File: config.mk
export PLATFORM = sky130hd
export DESIGN_NAME = uhp_port
export DESIGN_NICKNAME = d
export VERILOG_FILES = /design/src/uhp_pkg.sv /design/src/uhp_port.sv
export SDC_FILE = /design/constraint.sdc
export NUM_CORES = 1
export LEC_CHECK = 0
export ABC_AREA = 1
export BUFFER_PORTS_ARGS = -buffer_cell sky130_fd_sc_hd__buf_4
export CORE_ASPECT_RATIO = 1.25
export CORE_MARGIN = 2
export CORE_UTILIZATION = 44
export CTS_BUF_LIST = sky130_fd_sc_hd__clkbuf_4 sky130_fd_sc_hd__clkbuf_8 sky130_fd_sc_hd__clkbuf_16
export CTS_CLUSTER_SIZE = 40
export DETAILED_ROUTE_END_ITERATION = 7
export HOLD_SLACK_MARGIN = 0.02
export PLACE_DENSITY = 0.74
export SLEW_MARGIN = 20
export SYNTH_ARGS = -nofsm -noshare
export SYNTH_HDL_FRONTEND = slang
export SYNTH_SLANG_ARGS = --single-unit
File: constraint.sdc
create_clock -name ref_clk -period 3.77 [get_ports ref_clk]
set_input_delay 0.1885 -clock ref_clk [delete_from_list [all_inputs] [get_ports ref_clk]]
set_output_delay 0.1885 -clock ref_clk [all_outputs]
set_load 0.1 [all_outputs]
File: src/uhp_pkg.sv
// Package for the host port control and channel interrupt mask block.
// Assumes a 32-bit Avalon-MM register bus and a single 100 MHz clock.
package uhp_pkg;
  // ---------------------------------------------------------------
  // Register map
  // ---------------------------------------------------------------
  localparam logic [11:0] ADDR_CHANNEL_IRQ_PENDING = 12'h414;
  localparam logic [11:0] ADDR_CHANNEL_IRQ_MASK = 12'h418;
  localparam logic [11:0] ADDR_HOST_PORT_CTRL = 12'h440;
  localparam logic [11:0] ADDR_IRQ_STATUS = 12'h450;
  localparam logic [11:0] ADDR_IRQ_CLEAR = 12'h454;
  localparam logic [11:0] ADDR_IRQ_ENABLE = 12'h458;
  localparam logic [31:0] RESET_WORD = 32'h0000_0000;
  localparam logic [7:0] RESET_MASK = 8'h00;
  // ---------------------------------------------------------------
  // Port register field positions
  // ---------------------------------------------------------------
  localparam int POS_ATTACHED_NOW = 0;
  localparam int POS_CONNECT_SEEN = 1;
  localparam int POS_PORT_ENABLED = 2;
  localparam int POS_ENABLE_CHANGE = 3;
  localparam int POS_RESUME_DRIVE = 6;
  localparam int POS_SLEEP_REQUEST = 7;
  localparam int POS_RESET_DRIVE = 8;
  localparam int POS_LINE_DP = 10;
  localparam int POS_LINE_DM = 11;
  localparam int POS_POWER_CLAIMED = 12;
  localparam int POS_SPEED_LO = 17;
  localparam logic [1:0] SPEED_FULL = 2'h1;
  localparam logic [1:0] SPEED_LOW = 2'h2;
  // ---------------------------------------------------------------
  // Interrupt status bit positions
  // ---------------------------------------------------------------
  localparam int IRQ_HOST_PORT = 0;
  localparam int IRQ_ANY_CHANNEL = 1;
  localparam int IRQ_BITS = 2;
  // ---------------------------------------------------------------
  // Types
  // ---------------------------------------------------------------
  typedef struct packed {
    logic [11:0] address;
    logic read;
    logic write;
    logic [31:0] writedata;
    logic [3:0] byteenable;
  } uhp_bus_req_s;
  typedef struct packed {
    logic [31:0] readdata;
    logic waitrequest;
  } uhp_bus_rsp_s;
  typedef enum logic [1:0] {
    BUS_IDLE,
    BUS_DONE
  } uhp_bus_e;
endpackage

File: src/uhp_port.sv
// Host port control and status logic with the per-channel interrupt mask.
// Assumes a synchronous USB line interface in another clock domain whose
// line, connect, speed and wakeup levels are synchronised here.
// ---------------------------------------------------------------
// ---------------------------------------------------------------
`timescale 1ns/1ps
module uhp_port #(
  parameter int CHANNELS = 8
) (
  // Clock and reset
  input wire logic ref_clk,
  input wire logic sys_rst,
  // Avalon-MM slave
  input wire logic [11:0] avs_address,
  input wire logic avs_read,
  input wire logic avs_write,
  input wire logic [31:0] avs_writedata,
  input wire logic [3:0] avs_byteenable,
  output logic [31:0] avs_readdata,
  output logic avs_waitrequest,
  // Line side levels, asynchronous to ref_clk
  input wire logic line_dp,
  input wire logic line_dm,
  input wire logic link_attached_in,
  input wire logic low_speed_in,
  input wire logic remote_wakeup_in,
  // Channel interrupt sources, same clock domain
  input wire logic [7:0] channel_irq_in,
  // Port drive outputs
  output logic port_reset_drive,
  output logic resume_drive,
  output logic port_sleep_request,
  output logic sof_enable,
  output logic power_claimed,
  // Global interrupt flags and interrupt line
  output logic host_port_irq_flag,
  output logic any_channel_irq_flag,
  output logic irq
);
  // ---------------------------------------------------------------
  // Checks
  // ---------------------------------------------------------------
  // Mask and pending words are fixed at eight bits, so no other count fits.
  if (CHANNELS != 8)
  begin : g_bad_channels
    $error("CHANNELS must be 8 to fit the mask layout.");
  end

  // ---------------------------------------------------------------
  // State
  // ---------------------------------------------------------------
  typedef struct packed {
    logic [4:0] sync_a;
    logic [4:0] sync_b;
    logic attached_d;
    logic [7:0] channel_irq_mask;
    logic [7:0] channel_irq_pending;
    logic port_reset_drive;
    logic port_sleep_request;
    logic resume_drive;
    logic power_claimed;
    logic port_enabled;
    logic enable_change_flag;
    logic connect_seen_flag;
    logic [1:0] attached_speed;
    logic [1:0] irq_status;
    logic [1:0] irq_enable;
    uhp_pkg::uhp_bus_e bus;
    logic [31:0] readdata;
  } uhp_state_s;

  uhp_state_s st;
  uhp_state_s next_st;
  uhp_pkg::uhp_bus_req_s req;
  logic attached;
  logic wr_take;
  logic wr_port;
  logic wr_mask;
  logic wr_clear;
  logic wr_enable;
  logic disconnect;
  logic connect;
  logic wakeup;
  logic [7:0] masked;
  logic [31:0] port_word;

  // Bus request gathered into one carrier.
  assign req = '{avs_address, avs_read, avs_write, avs_writedata, avs_byteenable};

  // Synchronised levels; only the second stage is read below.
  assign attached = st.sync_b[2];
  assign disconnect = st.attached_d & ~attached;
  assign connect = ~st.attached_d & attached;
  assign wakeup = st.sync_b[4];

  // Writes count only at the accepting cycle and only as whole words.
  assign wr_take = req.write & (st.bus == uhp_pkg::BUS_DONE) & (req.byteenable == 4'hf);
  assign wr_port = wr_take & (req.address == uhp_pkg::ADDR_HOST_PORT_CTRL);
  assign wr_mask = wr_take & (req.address == uhp_pkg::ADDR_CHANNEL_IRQ_MASK);
  assign wr_clear = wr_take & (req.address == uhp_pkg::ADDR_IRQ_CLEAR);
  assign wr_enable = wr_take & (req.address == uhp_pkg::ADDR_IRQ_ENABLE);

  // Per-channel gating of pending by mask.
  genvar ch;
  generate
    for (ch = 0; ch < CHANNELS; ch = ch + 1)
    begin : g_chan
      assign masked[ch] = st.channel_irq_pending[ch] & st.channel_irq_mask[ch];
    end
  endgenerate

  // Readback image of the port register.
  always_comb
  begin
    port_word = uhp_pkg::RESET_WORD;
    port_word[uhp_pkg::POS_ATTACHED_NOW] = attached;
    port_word[uhp_pkg::POS_CONNECT_SEEN] = st.connect_seen_flag;
    port_word[uhp_pkg::POS_PORT_ENABLED] = st.port_enabled;
    port_word[uhp_pkg::POS_ENABLE_CHANGE] = st.enable_change_flag;
    port_word[uhp_pkg::POS_RESUME_DRIVE] = st.resume_drive;
    port_word[uhp_pkg::POS_SLEEP_REQUEST] = st.port_sleep_request;
    port_word[uhp_pkg::POS_RESET_DRIVE] = st.port_reset_drive;
    port_word[uhp_pkg::POS_LINE_DP] = st.sync_b[0];
    port_word[uhp_pkg::POS_LINE_DM] = st.sync_b[1];
    port_word[uhp_pkg::POS_POWER_CLAIMED] = st.power_claimed;
    port_word[uhp_pkg::POS_SPEED_LO +: 2] = st.attached_speed;
  end

  // ---------------------------------------------------------------
  // Next state
  // ---------------------------------------------------------------
  // Hardware sets win over software clears in the same cycle, so no
  // event is lost while software is clearing its flag.
  always_comb
  begin
    next_st = st;
    next_st.sync_a = {remote_wakeup_in, low_speed_in, link_attached_in, line_dm, line_dp};
    next_st.sync_b = st.sync_a;
    next_st.attached_d = attached;
    next_st.attached_speed = !attached ? 2'h0 :
      (st.sync_b[3] ? uhp_pkg::SPEED_LOW : uhp_pkg::SPEED_FULL);
    next_st.channel_irq_pending = channel_irq_in;
    if (wr_mask)
    begin
      next_st.channel_irq_mask = req.writedata[7:0];
    end
    if (wr_port)
    begin
      next_st.port_reset_drive = req.writedata[uhp_pkg::POS_RESET_DRIVE];
      next_st.resume_drive = req.writedata[uhp_pkg::POS_RESUME_DRIVE];
      next_st.power_claimed = req.writedata[uhp_pkg::POS_POWER_CLAIMED];
      if (req.writedata[uhp_pkg::POS_SLEEP_REQUEST])
      begin
        next_st.port_sleep_request = 1'b1;
      end
      if (req.writedata[uhp_pkg::POS_PORT_ENABLED])
      begin
        next_st.port_enabled = 1'b0;
      end
      if (req.writedata[uhp_pkg::POS_ENABLE_CHANGE])
      begin
        next_st.enable_change_flag = 1'b0;
      end
      if (req.writedata[uhp_pkg::POS_CONNECT_SEEN])
      begin
        next_st.connect_seen_flag = 1'b0;
      end
    end
    // Suspend leaves only by these four causes; writing zero does nothing.
    if ((wr_port & (req.writedata[uhp_pkg::POS_RESET_DRIVE] |
        req.writedata[uhp_pkg::POS_RESUME_DRIVE])) | st.resume_drive | wakeup | disconnect)
    begin
      next_st.port_sleep_request = 1'b0;
    end
    // Enable sets at the end of reset signalling, clears on disconnect.
    if (st.port_reset_drive & ~next_st.port_reset_drive & attached)
    begin
      next_st.port_enabled = 1'b1;
    end
    if (disconnect)
    begin
      next_st.port_enabled = 1'b0;
    end
    if (next_st.port_enabled != st.port_enabled)
    begin
      next_st.enable_change_flag = 1'b1;
    end
    if (connect)
    begin
      next_st.connect_seen_flag = 1'b1;
    end
    // Sticky interrupt status, set wins over clear.
    if (wr_clear)
    begin
      next_st.irq_status = st.irq_status & ~req.writedata[1:0];
    end
    if (host_port_irq_flag)
    begin
      next_st.irq_status[uhp_pkg::IRQ_HOST_PORT] = 1'b1;
    end
    if (any_channel_irq_flag)
    begin
      next_st.irq_status[uhp_pkg::IRQ_ANY_CHANNEL] = 1'b1;
    end
    if (wr_enable)
    begin
      next_st.irq_enable = req.writedata[1:0];
    end
    // Bus: one wait cycle, then accept; read data is registered.
    next_st.bus = uhp_pkg::BUS_IDLE;
    next_st.readdata = st.readdata;
    if ((req.read | req.write) & (st.bus == uhp_pkg::BUS_IDLE))
    begin
      next_st.bus = uhp_pkg::BUS_DONE;
      case (req.address)
        uhp_pkg::ADDR_CHANNEL_IRQ_PENDING: next_st.readdata = {24'h0, st.channel_irq_pending};
        uhp_pkg::ADDR_CHANNEL_IRQ_MASK: next_st.readdata = {24'h0, st.channel_irq_mask};
        uhp_pkg::ADDR_HOST_PORT_CTRL: next_st.readdata = port_word;
        uhp_pkg::ADDR_IRQ_STATUS: next_st.readdata = {30'h0, st.irq_status};
        uhp_pkg::ADDR_IRQ_ENABLE: next_st.readdata = {30'h0, st.irq_enable};
        default: next_st.readdata = uhp_pkg::RESET_WORD;
      endcase
    end
  end

  // ---------------------------------------------------------------
  // Registers
  // ---------------------------------------------------------------
  // Synchronous reset to the documented zero state.
  always_ff @(posedge ref_clk)
  begin
    if (sys_rst)
    begin
      st <= '0;
      st.bus <= uhp_pkg::BUS_IDLE;
    end
    else
    begin
      st <= next_st;
    end
  end

  // ---------------------------------------------------------------
  // Outputs
  // ---------------------------------------------------------------
  // Port flag follows reset drive and the two hardware-set indications.
  assign host_port_irq_flag = st.port_reset_drive | st.enable_change_flag |
    st.connect_seen_flag;
  assign any_channel_irq_flag = |masked;
  assign irq = |(st.irq_status & st.irq_enable);
  assign port_reset_drive = st.port_reset_drive;
  assign resume_drive = st.resume_drive;
  assign port_sleep_request = st.port_sleep_request;
  assign sof_enable = st.port_enabled & ~st.port_sleep_request;
  assign power_claimed = st.power_claimed;
  assign avs_readdata = st.readdata;
  assign avs_waitrequest = (avs_read | avs_write) & (st.bus != uhp_pkg::BUS_DONE);

  // ---------------------------------------------------------------
  // Assertions
  // ---------------------------------------------------------------
  a_mask_gates_flag: assert property (@(posedge ref_clk) disable iff (sys_rst)
    ((st.channel_irq_pending & st.channel_irq_mask) == 8'h0) |-> !any_channel_irq_flag)
    else $error("Masked channel raised the any-channel flag.");
  a_any_channel_or: assert property (@(posedge ref_clk) disable iff (sys_rst)
    any_channel_irq_flag == |(st.channel_irq_pending & st.channel_irq_mask))
    else $error("Any-channel flag differs from pending and mask.");
  a_mask_write_lands: assert property (@(posedge ref_clk) disable iff (sys_rst)
    wr_mask |=> st.channel_irq_mask == $past(avs_writedata[7:0]))
    else $error("Mask write did not land.");
  a_port_flag_cause: assert property (@(posedge ref_clk) disable iff (sys_rst)
    (st.connect_seen_flag | st.enable_change_flag) |-> host_port_irq_flag)
    else $error("Port flag missing while an indication is set.");
  a_speed_code: assert property (@(posedge ref_clk) disable iff (sys_rst)
    st.attached_speed != 2'h3)
    else $error("Reserved speed code reported.");
  a_enable_change_set: assert property (@(posedge ref_clk) disable iff (sys_rst)
    (st.port_enabled != $past(st.port_enabled)) |-> st.enable_change_flag)
    else $error("Enable toggled without change flag.");
  a_enable_not_sw: assert property (@(posedge ref_clk) disable iff (sys_rst)
    $rose(st.port_enabled) |-> $past(st.port_reset_drive) && !st.port_reset_drive)
    else $error("Port enable set without reset ending.");
  a_suspend_sticky: assert property (@(posedge ref_clk) disable iff (sys_rst)
    (st.port_sleep_request && !wr_port && !st.resume_drive && !wakeup && !disconnect)
    |=> st.port_sleep_request)
    else $error("Suspend cleared without cause.");
  a_sof_stop: assert property (@(posedge ref_clk) disable iff (sys_rst)
    st.port_sleep_request |-> !sof_enable)
    else $error("Frame starts during suspend.");
  a_disc_disable: assert property (@(posedge ref_clk) disable iff (sys_rst)
    disconnect |=> !st.port_enabled)
    else $error("Port stayed enabled after disconnect.");
  a_connect_flag: assert property (@(posedge ref_clk) disable iff (sys_rst)
    connect |=> st.connect_seen_flag)
    else $error("Connection not flagged.");
  // Register effects one cycle after the accepting edge or the sampled cause. These watch stored state,
  // so a broken write decode shows even when no read follows the write.
  a_pending_copy: assert property (@(posedge ref_clk) disable iff (sys_rst)
    1'b1 |=> st.channel_irq_pending == $past(channel_irq_in))
    else $error("Pending bits do not follow the channel sources.");
  a_reset_drive: assert property (@(posedge ref_clk) disable iff (sys_rst)
    wr_port |=> port_reset_drive == $past(avs_writedata[uhp_pkg::POS_RESET_DRIVE]))
    else $error("Reset drive does not follow the written bit.");
  a_resume_drive: assert property (@(posedge ref_clk) disable iff (sys_rst)
    wr_port |=> resume_drive == $past(avs_writedata[uhp_pkg::POS_RESUME_DRIVE]))
    else $error("Resume drive does not follow the written bit.");
  a_speed_detached: assert property (@(posedge ref_clk) disable iff (sys_rst)
    !attached |=> st.attached_speed == 2'h0)
    else $error("Speed reported with no device attached.");
  a_port_status_set: assert property (@(posedge ref_clk) disable iff (sys_rst)
    host_port_irq_flag |=> st.irq_status[uhp_pkg::IRQ_HOST_PORT])
    else $error("Port flag did not reach the status register.");
  a_chan_status_set: assert property (@(posedge ref_clk) disable iff (sys_rst)
    any_channel_irq_flag |=> st.irq_status[uhp_pkg::IRQ_ANY_CHANNEL])
    else $error("Channel flag did not reach the status register.");
  a_enable_after_reset: assert property (@(posedge ref_clk) disable iff (sys_rst)
    (wr_port && st.port_reset_drive && !avs_writedata[uhp_pkg::POS_RESET_DRIVE] && attached)
    |=> st.port_enabled)
    else $error("Port not enabled when reset signalling ended.");
  a_sw_disable: assert property (@(posedge ref_clk) disable iff (sys_rst)
    (wr_port && avs_writedata[uhp_pkg::POS_PORT_ENABLED] && !st.port_reset_drive)
    |=> !st.port_enabled)
    else $error("Port stayed enabled after a write of one.");
  a_connect_clear: assert property (@(posedge ref_clk) disable iff (sys_rst)
    (wr_port && avs_writedata[uhp_pkg::POS_CONNECT_SEEN] && !connect) |=> !st.connect_seen_flag)
    else $error("Connect flag not cleared by a write of one.");
endmodule

After elaboration in Yosys (flattened, before gate mapping)
Cells that the tools add are included.
{ "classes": {"eq_ne": 10, "mux": 15, "bitwise": 36, "reduce_logical": 14} }
{ "ops": {"columns": ["operator", "count"], "rows": [
  ["one-hot mux 19 bit (5 select lines)", 1],
  ["equality test 12 x 11 -> 1 bit (second input constant)", 6],
  ["2-to-1 mux 33 bit", 1],
  ["AND 1 bit", 22],
  ["nonzero test 2 bit", 6],
  ["2-to-1 mux 1 bit", 10],
  ["OR reduction 8 bit", 1],
  ["2-to-1 mux 7 bit", 1],
  ["bitwise OR 1 bit", 7],
  ["AND reduction 2 bit", 3],
  ["OR reduction 2 bit", 3],
  ["AND 2 bit", 2],
  ["equality test 4 bit (second input constant)", 1],
  ["2-to-1 mux 2 bit", 2],
  ["inverter 1 bit", 4],
  ["equality test 2 x 1 -> 1 bit (second input constant)", 1],
  ["zero test 2 bit", 1],
  ["inequality test 2 x 1 -> 1 bit (second input constant)", 1],
  ["inverter 2 bit", 1],
  ["inequality test 1 bit", 1]
]} }
{ "totals": {"reg_bits": 74, "inputBits": 65, "out_inout_bits": 41, "word_cells": 93} }

Longest topological paths before layout
Gate-level depths: netlist of run 1.
{ "logic_depth": {"depth_word": 13, "ltp_mapped": 11, "mapped_depth_nobuf": 11} }

Worst setup path after synthesis of run 1
Ideal clock, no wire load.
{ "synth_path": {"path_kind": "flip-flop to output port", "startpoint": "register st, in the netlist port_sleep_request", "endpoint": "output sof_enable", "arrival_time_ns": 2.069, "t_required_ns": 3.582, "slack_ns": 1.512, "stages_incl_launch_ff": 2, "n_path_buf": 0, "cell_sequence": "dfxtp_1 -> nor2_1"} }
{ "synth_between": {"elab_chain_cells": 2} }
{ "synth_rtl": {"columns": ["item", "line", "rtl"], "rows": [
  ["from (decl)", "uhp_port.sv:72", "uhp_state_s st;"],
  ["from (signal assigned)", "uhp_port.sv:239", "st <= next_st;"],
  ["inverter 1 bit", "uhp_port.sv:254", "assign sof_enable = st.port_enabled & ~st.port_sleep_request;"],
  ["AND 1 bit", "uhp_port.sv:254", null],
  ["to (decl)", "uhp_port.sv:33", "output logic sof_enable,"]
]} }
No other way between the ends.

Worst setup path in the final report of run 1
{ "layout_path": {"startpoint": "register st[49] (netlist name)", "endpoint": "output any_channel_irq_flag"} }
{ "layout_between": {"elab_chain_cells": 2} }
{ "layout_rtl": {"columns": ["item", "line", "rtl"], "rows": [
  ["AND 1 bit", "uhp_port.sv:108", "assign masked[ch] = st.channel_irq_pending[ch] & st.channel_irq_mask[ch];"],
  ["OR reduction 8 bit", "uhp_port.sv:249", "assign any_channel_irq_flag = |masked;"],
  ["to (decl)", "uhp_port.sv:37", "output logic any_channel_irq_flag,"]
]} }
No other way between the ends.

==> run_results.csv, run 1 <==
group,metric,value,unit
run_status,status,"completed",
routing,ant_nets,0,
pwr,comb_power_share,17.6,%
timing,rsz0062_at_grt,"false",
critical_path,start_kind,"register",
synthesis,synth_area,0.002600,mm²
synthesis,ys_top_cells_by_count,"55 x dfxtp_1, 55 x nand2_1, 53 x inv_1",
critical_path,crit_fanout,2,
flow_run,maxCapViolations,0,
pwr,switching_share,31.87,%
clock_tree,cts-htree-levels,2,
timing,setup_viol,0,
floorplanning,rows,31,
timing,hold_viol,0,
routing,vias,2193,
floorplanning,die_area,0.006544,mm²
pwr,power_density,374.3,mW/mm²
placement,gp_congestion,0.8786,
clock_tree,path_clk_slew,0.11,ns
synthesis,synth-seq-cells,55,
cells_and_area,final_net_count,463,
timing,timing.final.crit_share,47.33,%
synthesis,synth_edf_count,0,
clock_tree,clk-insertion-delay-late,0.31,ns
cells_and_area,fin_util,53.23,%
pwr,ir_drop,0.2384,mV
routing,top_layer_used,"met4",
placement,hpwlAfterDp,4130,µm
routing,met1_length,2229,µm
pwr,p_leak,1.393,nW
critical_path,cp.arrival,1.60,ns
floorplanning,initial_core_util,45.29,%
synthesis,synth_cells,349,
pwr,power.internal,0.7793,mW
cells_and_area,diodes,0,
cells_and_area,num-fill-cells,574,
global_route,antenna_found_initial,0,
routing,route.detailed.drc,0,
clock_tree,ctsResizeCount,0,
synthesis,synth-async-reset-ratio,0,%
placement,numPortBuffers,65,
routing,dr_wl_met2,2729,µm
pwr,p_switching,0.3645,mW
floorplanning,core_region_area,0.005741,mm²
clock_tree,cts-root-buf,"clkbuf_8",
synthesis,synth_area_leaders,"dfxtp_1 42%, buf_4 9.2%, nand2_1 7.9%, inv_1 7.7%, a21oi_1 6.0%",
critical_path,endpoint_kind,"output port",
routing,wire_per_inst,11.66,µm
synthesis,synth_ff_type,"dfxtp_1",
timing,fin_ws,1.986,ns
timing,fmax,560.4,MHz
global_route,grt_overflow,0,
routing,avgViaCountPerCell,4.716,
floorplanning,die_w,72.76,µm
routing,routed_wl,5422,µm
critical_path,required,3.58,ns
synthesis,synth_top_area_share,42.35,%
pwr,seqPwrFrac,52.5,%
clock_tree,clkSinkCount,55,
timing,setup_tns,0,ns
routing,route.met3.wl,337,µm
placement,place_ws,2.271,ns
synthesis,yosysTopAreaCell,"dfxtp_1",
global_route,track_usage,17.22,%
synthesis,synth_warnings,0,
routing,drt-pass1-iter-count,4,
clock_tree,holdBufCountCts,0,
global_route,grt_start_max_net_pins,43,
cells_and_area,area_growth_syn_to_layout,17.52,%
cells_and_area,drive_gt1_share,24.81,%
global_route,grt_pass1_vias,2114,
clock_tree,cts_tree,"yes",
timing,maxSlewHeadroom,64.07,%
synthesis,yosysSeqAreaShare,42.35,%
routing,drt_iter0_markers,137,
floorplanning,dieHeight,89.95,µm
critical_path,r2r_slack,2.28,ns
critical_path,critPathKind,"reg2out",
timing,tightest_slew,0.5384,ns
pwr,clockPowerShare,29.9,%
timing,slew_viol_final,0,
clock_tree,clockBufferDepth,2,
synthesis,ys_types,38,
timing,period_needed,1.784,ns
floorplanning,ioPinCount,106,
global_route,grt_pass1_wl,9108,µm
min_path,hp-class,"in2reg",
timing,skew,0.006052,ns
synthesis,synth_area_per_cell,7.450,µm²
clock_tree,post-cts-setup-buffers,0,
clock_tree,cts_buffers,5,
## power groups by stage
stage | Sequential [mW] | Combinational [mW] | Clock [mW]
2_1_floorplan | 0.612 | 0.165 | 0
3_3_place_gp | 0.614 | 0.200 | 0
3_5_place_dp | 0.614 | 0.202 | 0
4_1_cts | 0.600 | 0.202 | 0.349
5_1_grt | 0.602 | 0.214 | 0.376
6_report | 0.600 | 0.202 | 0.342
## path summary, 6_finish.rpt
| kind | end | startpoint | depth (start not counted) |
|---|---|---|---|
| worst max-delay path | any_channel_irq_flag | st[49] | 5 |
| worst min-delay path | next_st[65] | line_dm | 3 |
| worst max register to register | port_word[3] | st[32] | 9 |
| worst min register to register | st[67] | next_st[67] | 2 |
## critical path, stage by stage, from the launching register on
cell and delay, ns:
dfxtp_1 0.31, inv_1 0.09, o22ai_1 0.09, nor4_1 0.47, inv_1 0.08, buf_4 0.25
## cell families after synthesis
kind of cell	Yosys count	synth area share [%]
AND/OR/NAND/NOR	129	24.11
buffers and inverters	101	19.63
AO/OA/AOI/OAI	63	13.76
flip-flops	55	42.35
other	1	0.1442
## metal layers
layer  vias up  track usage, %
met3        12           3.363
met2        62           29.47
met1       976           20.82
li1       1143               -
met4         0           6.636
met5         -               0
## registers in the layout, summed over array words and instances, names as in the netlist
signal / flops
attached: 1
avs_readdata: 14
next_st: 5
port_word: 7
resume_drive: 1
power_claimed: 1
port_reset_drive: 1
port_sleep_request: 1
st: 24
## cell usage in the layout, fill, tap and decap left out, drive strengths merged, types with 18 or more instances in the layout
master / instances
dfxtp: 55
conb: 18
buf: 66
o21ai: 18
inv: 61
nand2: 58
nand3: 18
nor2: 44
a21oi: 33
## per-stage QoR
step	hold slack (ns)	total power [mW]	instance area, µm²	cells
2_1_floorplan	0.2955	0.7777	2664	366
3_3_place_gp	0.3887	0.8138	2959	457
3_5_place_dp	0.3924	0.8155	2959	457
4_1_cts	0.06885	1.152	3055	465
5_1_grt	0.06604	1.193	3055	465
6_report	0.06671	1.144	3055	465
## cell type report
cell class                 instances  area, µm²  share of cell area (%)
clock buffer                       5      68.82                   2.252
clock inverter                     3      27.53                  0.9009
inverter                          60      227.7                   7.453
multi-input combinational        210       1052                   34.44
sequential                        55       1101                   36.04
tap                               66      82.58                   2.703
timing repair buffer              66      495.5                   16.22
(Power assumes the default switching activity.)
==> run 2: changes to the inputs <==
==> constraint.sdc (replaced) <==
create_clock -name ref_clk -period 1.8 [get_ports ref_clk]
set_input_delay 0.09 -clock ref_clk [delete_from_list [all_inputs] [get_ports ref_clk]]
set_output_delay 0.09 -clock ref_clk [all_outputs]
set_load 0.1 [all_outputs]
==> run_results.csv, run 2 (synthesized netlist as in run 1, its figures left out) <==
group,metric,value,unit
run_status,status,"completed",
routing,ant_nets,0,
critical_path,r2r_cells,9,
routing,drt_iter0_markers,148,
clock_tree,post-cts-setup-buffers,0,
floorplanning,initial_core_util,45.29,%
critical_path,crit_fanout,13,
critical_path,cp.arrival,1.52,ns
critical_path,endpoint_kind,"output port",
timing,rsz0062_at_grt,"false",
placement,place_ws,0.3519,ns
timing,period_needed,1.610,ns
critical_path,required,1.71,ns
placement,hpwlAfterDp,4267,µm
timing,hold_viol,0,
min_path,min_path_cells,3,
clock_tree,cts-htree-levels,2,
flow_run,maxCapViolations,0,
timing,setup_tns,0,ns
cells_and_area,drive_gt1_share,24.70,%
global_route,grt_pass1_vias,2309,
pwr,power_density,754.6,mW/mm²
routing,avgViaCountPerCell,4.823,
floorplanning,die_area,0.006544,mm²
cells_and_area,area_growth_syn_to_layout,23.15,%
routing,vias,2310,
pwr,ir_drop,0.5622,mV
cells_and_area,design_area,0.003202,mm²
floorplanning,dieHeight,89.95,µm
cells_and_area,stdcell_count,479,
critical_path,critPathKind,"reg2out",
timing,timing.final.crit_share,89.47,%
routing,routed_wl,5825,µm
clock_tree,clkSinkCount,55,
global_route,antenna_found_initial,0,
clock_tree,clk-insertion-delay-late,0.31,ns
clock_tree,cts-root-buf,"clkbuf_8",
cells_and_area,largest_register_ffs,24,
routing,wire_per_inst,12.16,µm
timing,fin_ws,0.1896,ns
critical_path,start_kind,"register",
cells_and_area,final_net_count,477,
cells_and_area,diodes,0,
floorplanning,rows,31,
global_route,grt_start_max_net_pins,43,
timing,setup_viol,0,
timing,fmax,621.0,MHz
min_path,hp-class,"in2reg",
pwr,p_leak,1.452,nW
timing,skew,0.005726,ns
floorplanning,core_region_area,0.005741,mm²
placement,gp_congestion,0.8781,
cells_and_area,largest-register,"st",
floorplanning,ioPinCount,106,
clock_tree,cts_tree,"yes",
placement,place_inst,457,
global_route,grt_pass1_wl,9887,µm
clock_tree,cts_buffers,5,
placement,dpl_cell_area,0.002963,mm²
cells_and_area,final_cell_mix,"66 x buf_4, 55 x nand2_1, 54 x dfxtp_1",
clock_tree,path_clk_slew,0.10,ns
floorplanning,die_w,72.76,µm
routing,route.detailed.drc,0,
global_route,grt_overflow,0,
timing,slew_viol_final,0,
global_route,track_usage,19.01,%
clock_tree,clockBufferDepth,2,
cells_and_area,final_common_cell,"buf_4",
placement,numPortBuffers,65,
routing,drt-pass1-iter-count,4,
run 2: final timing paths:
| kind | start | endpoint | slack, ns |
|---|---|---|---|
| setup / recovery | st[32] | avs_waitrequest | 0.19 |
| hold / removal | avs_writedata[12] | power_claimed | 0.03 |
| setup reg to reg | st[32] | port_word[3] | 0.35 |
| hold reg to reg | next_st[66] | attached | 0.41 |
run 2: worst max-delay path, stage by stage (launching register included):
cell and delay, ns:
dfxtp_1 0.32, nor2_1 0.29, buf_4 0.28, buf_4 0.32
run 2: layout make-up:
cell class | instances | area [µm²]
Clock buffer | 5 | 68.82
Timing Repair Buffer | 80 | 635.6
Fill cell | 555 | 2539
Multi-Input combinational cell | 210 | 1061
Clock inverter | 3 | 23.77
Inverter | 60 | 227.7
Tap cell | 66 | 82.58
Sequential cell | 55 | 1102
run 2: metrics by stage:
step | utilization (%) | hold WS [ns] | power, mW
3_5_place_dp | 51.61 | 0.2969 | 1.710
2_1_floorplan | - | 0.1970 | 1.629
6_report | 55.78 | 0.02824 | 2.416
3_3_place_gp | 51.61 | 0.2909 | 1.706
5_1_grt | 55.78 | 0.04162 | 2.501
4_1_cts | 55.67 | 0.02483 | 2.431
run 2: routing by layer:
metal / GRT usage [%] / vias up / share of wire (%)
li1: - / 1170 / -
met1: 21.70 / 1065 / 40
met3: 4.036 / 9 / 5.3
met2: 33.94 / 66 / 53
met4: 6.790 / 0 / 1.9
met5: 0 / - / 0
run 2: repair_timing:
item | 4_1_cts | 5_1_grt
resized for setup | 0 | 1
endpoints found under the setup margin | 0 | 1
hold endpoints to repair | 14 | 0
hold buffers | 14 | 0
run 2: power breakdown:
part           total (mW)  internal (mW)  leakage, nW  switching, mW
clock               0.711          0.282       0.0461          0.429
combinational       0.448          0.118        0.957          0.331
sequential           1.26           1.25        0.449         0.0122
total                2.42           1.64         1.45          0.772
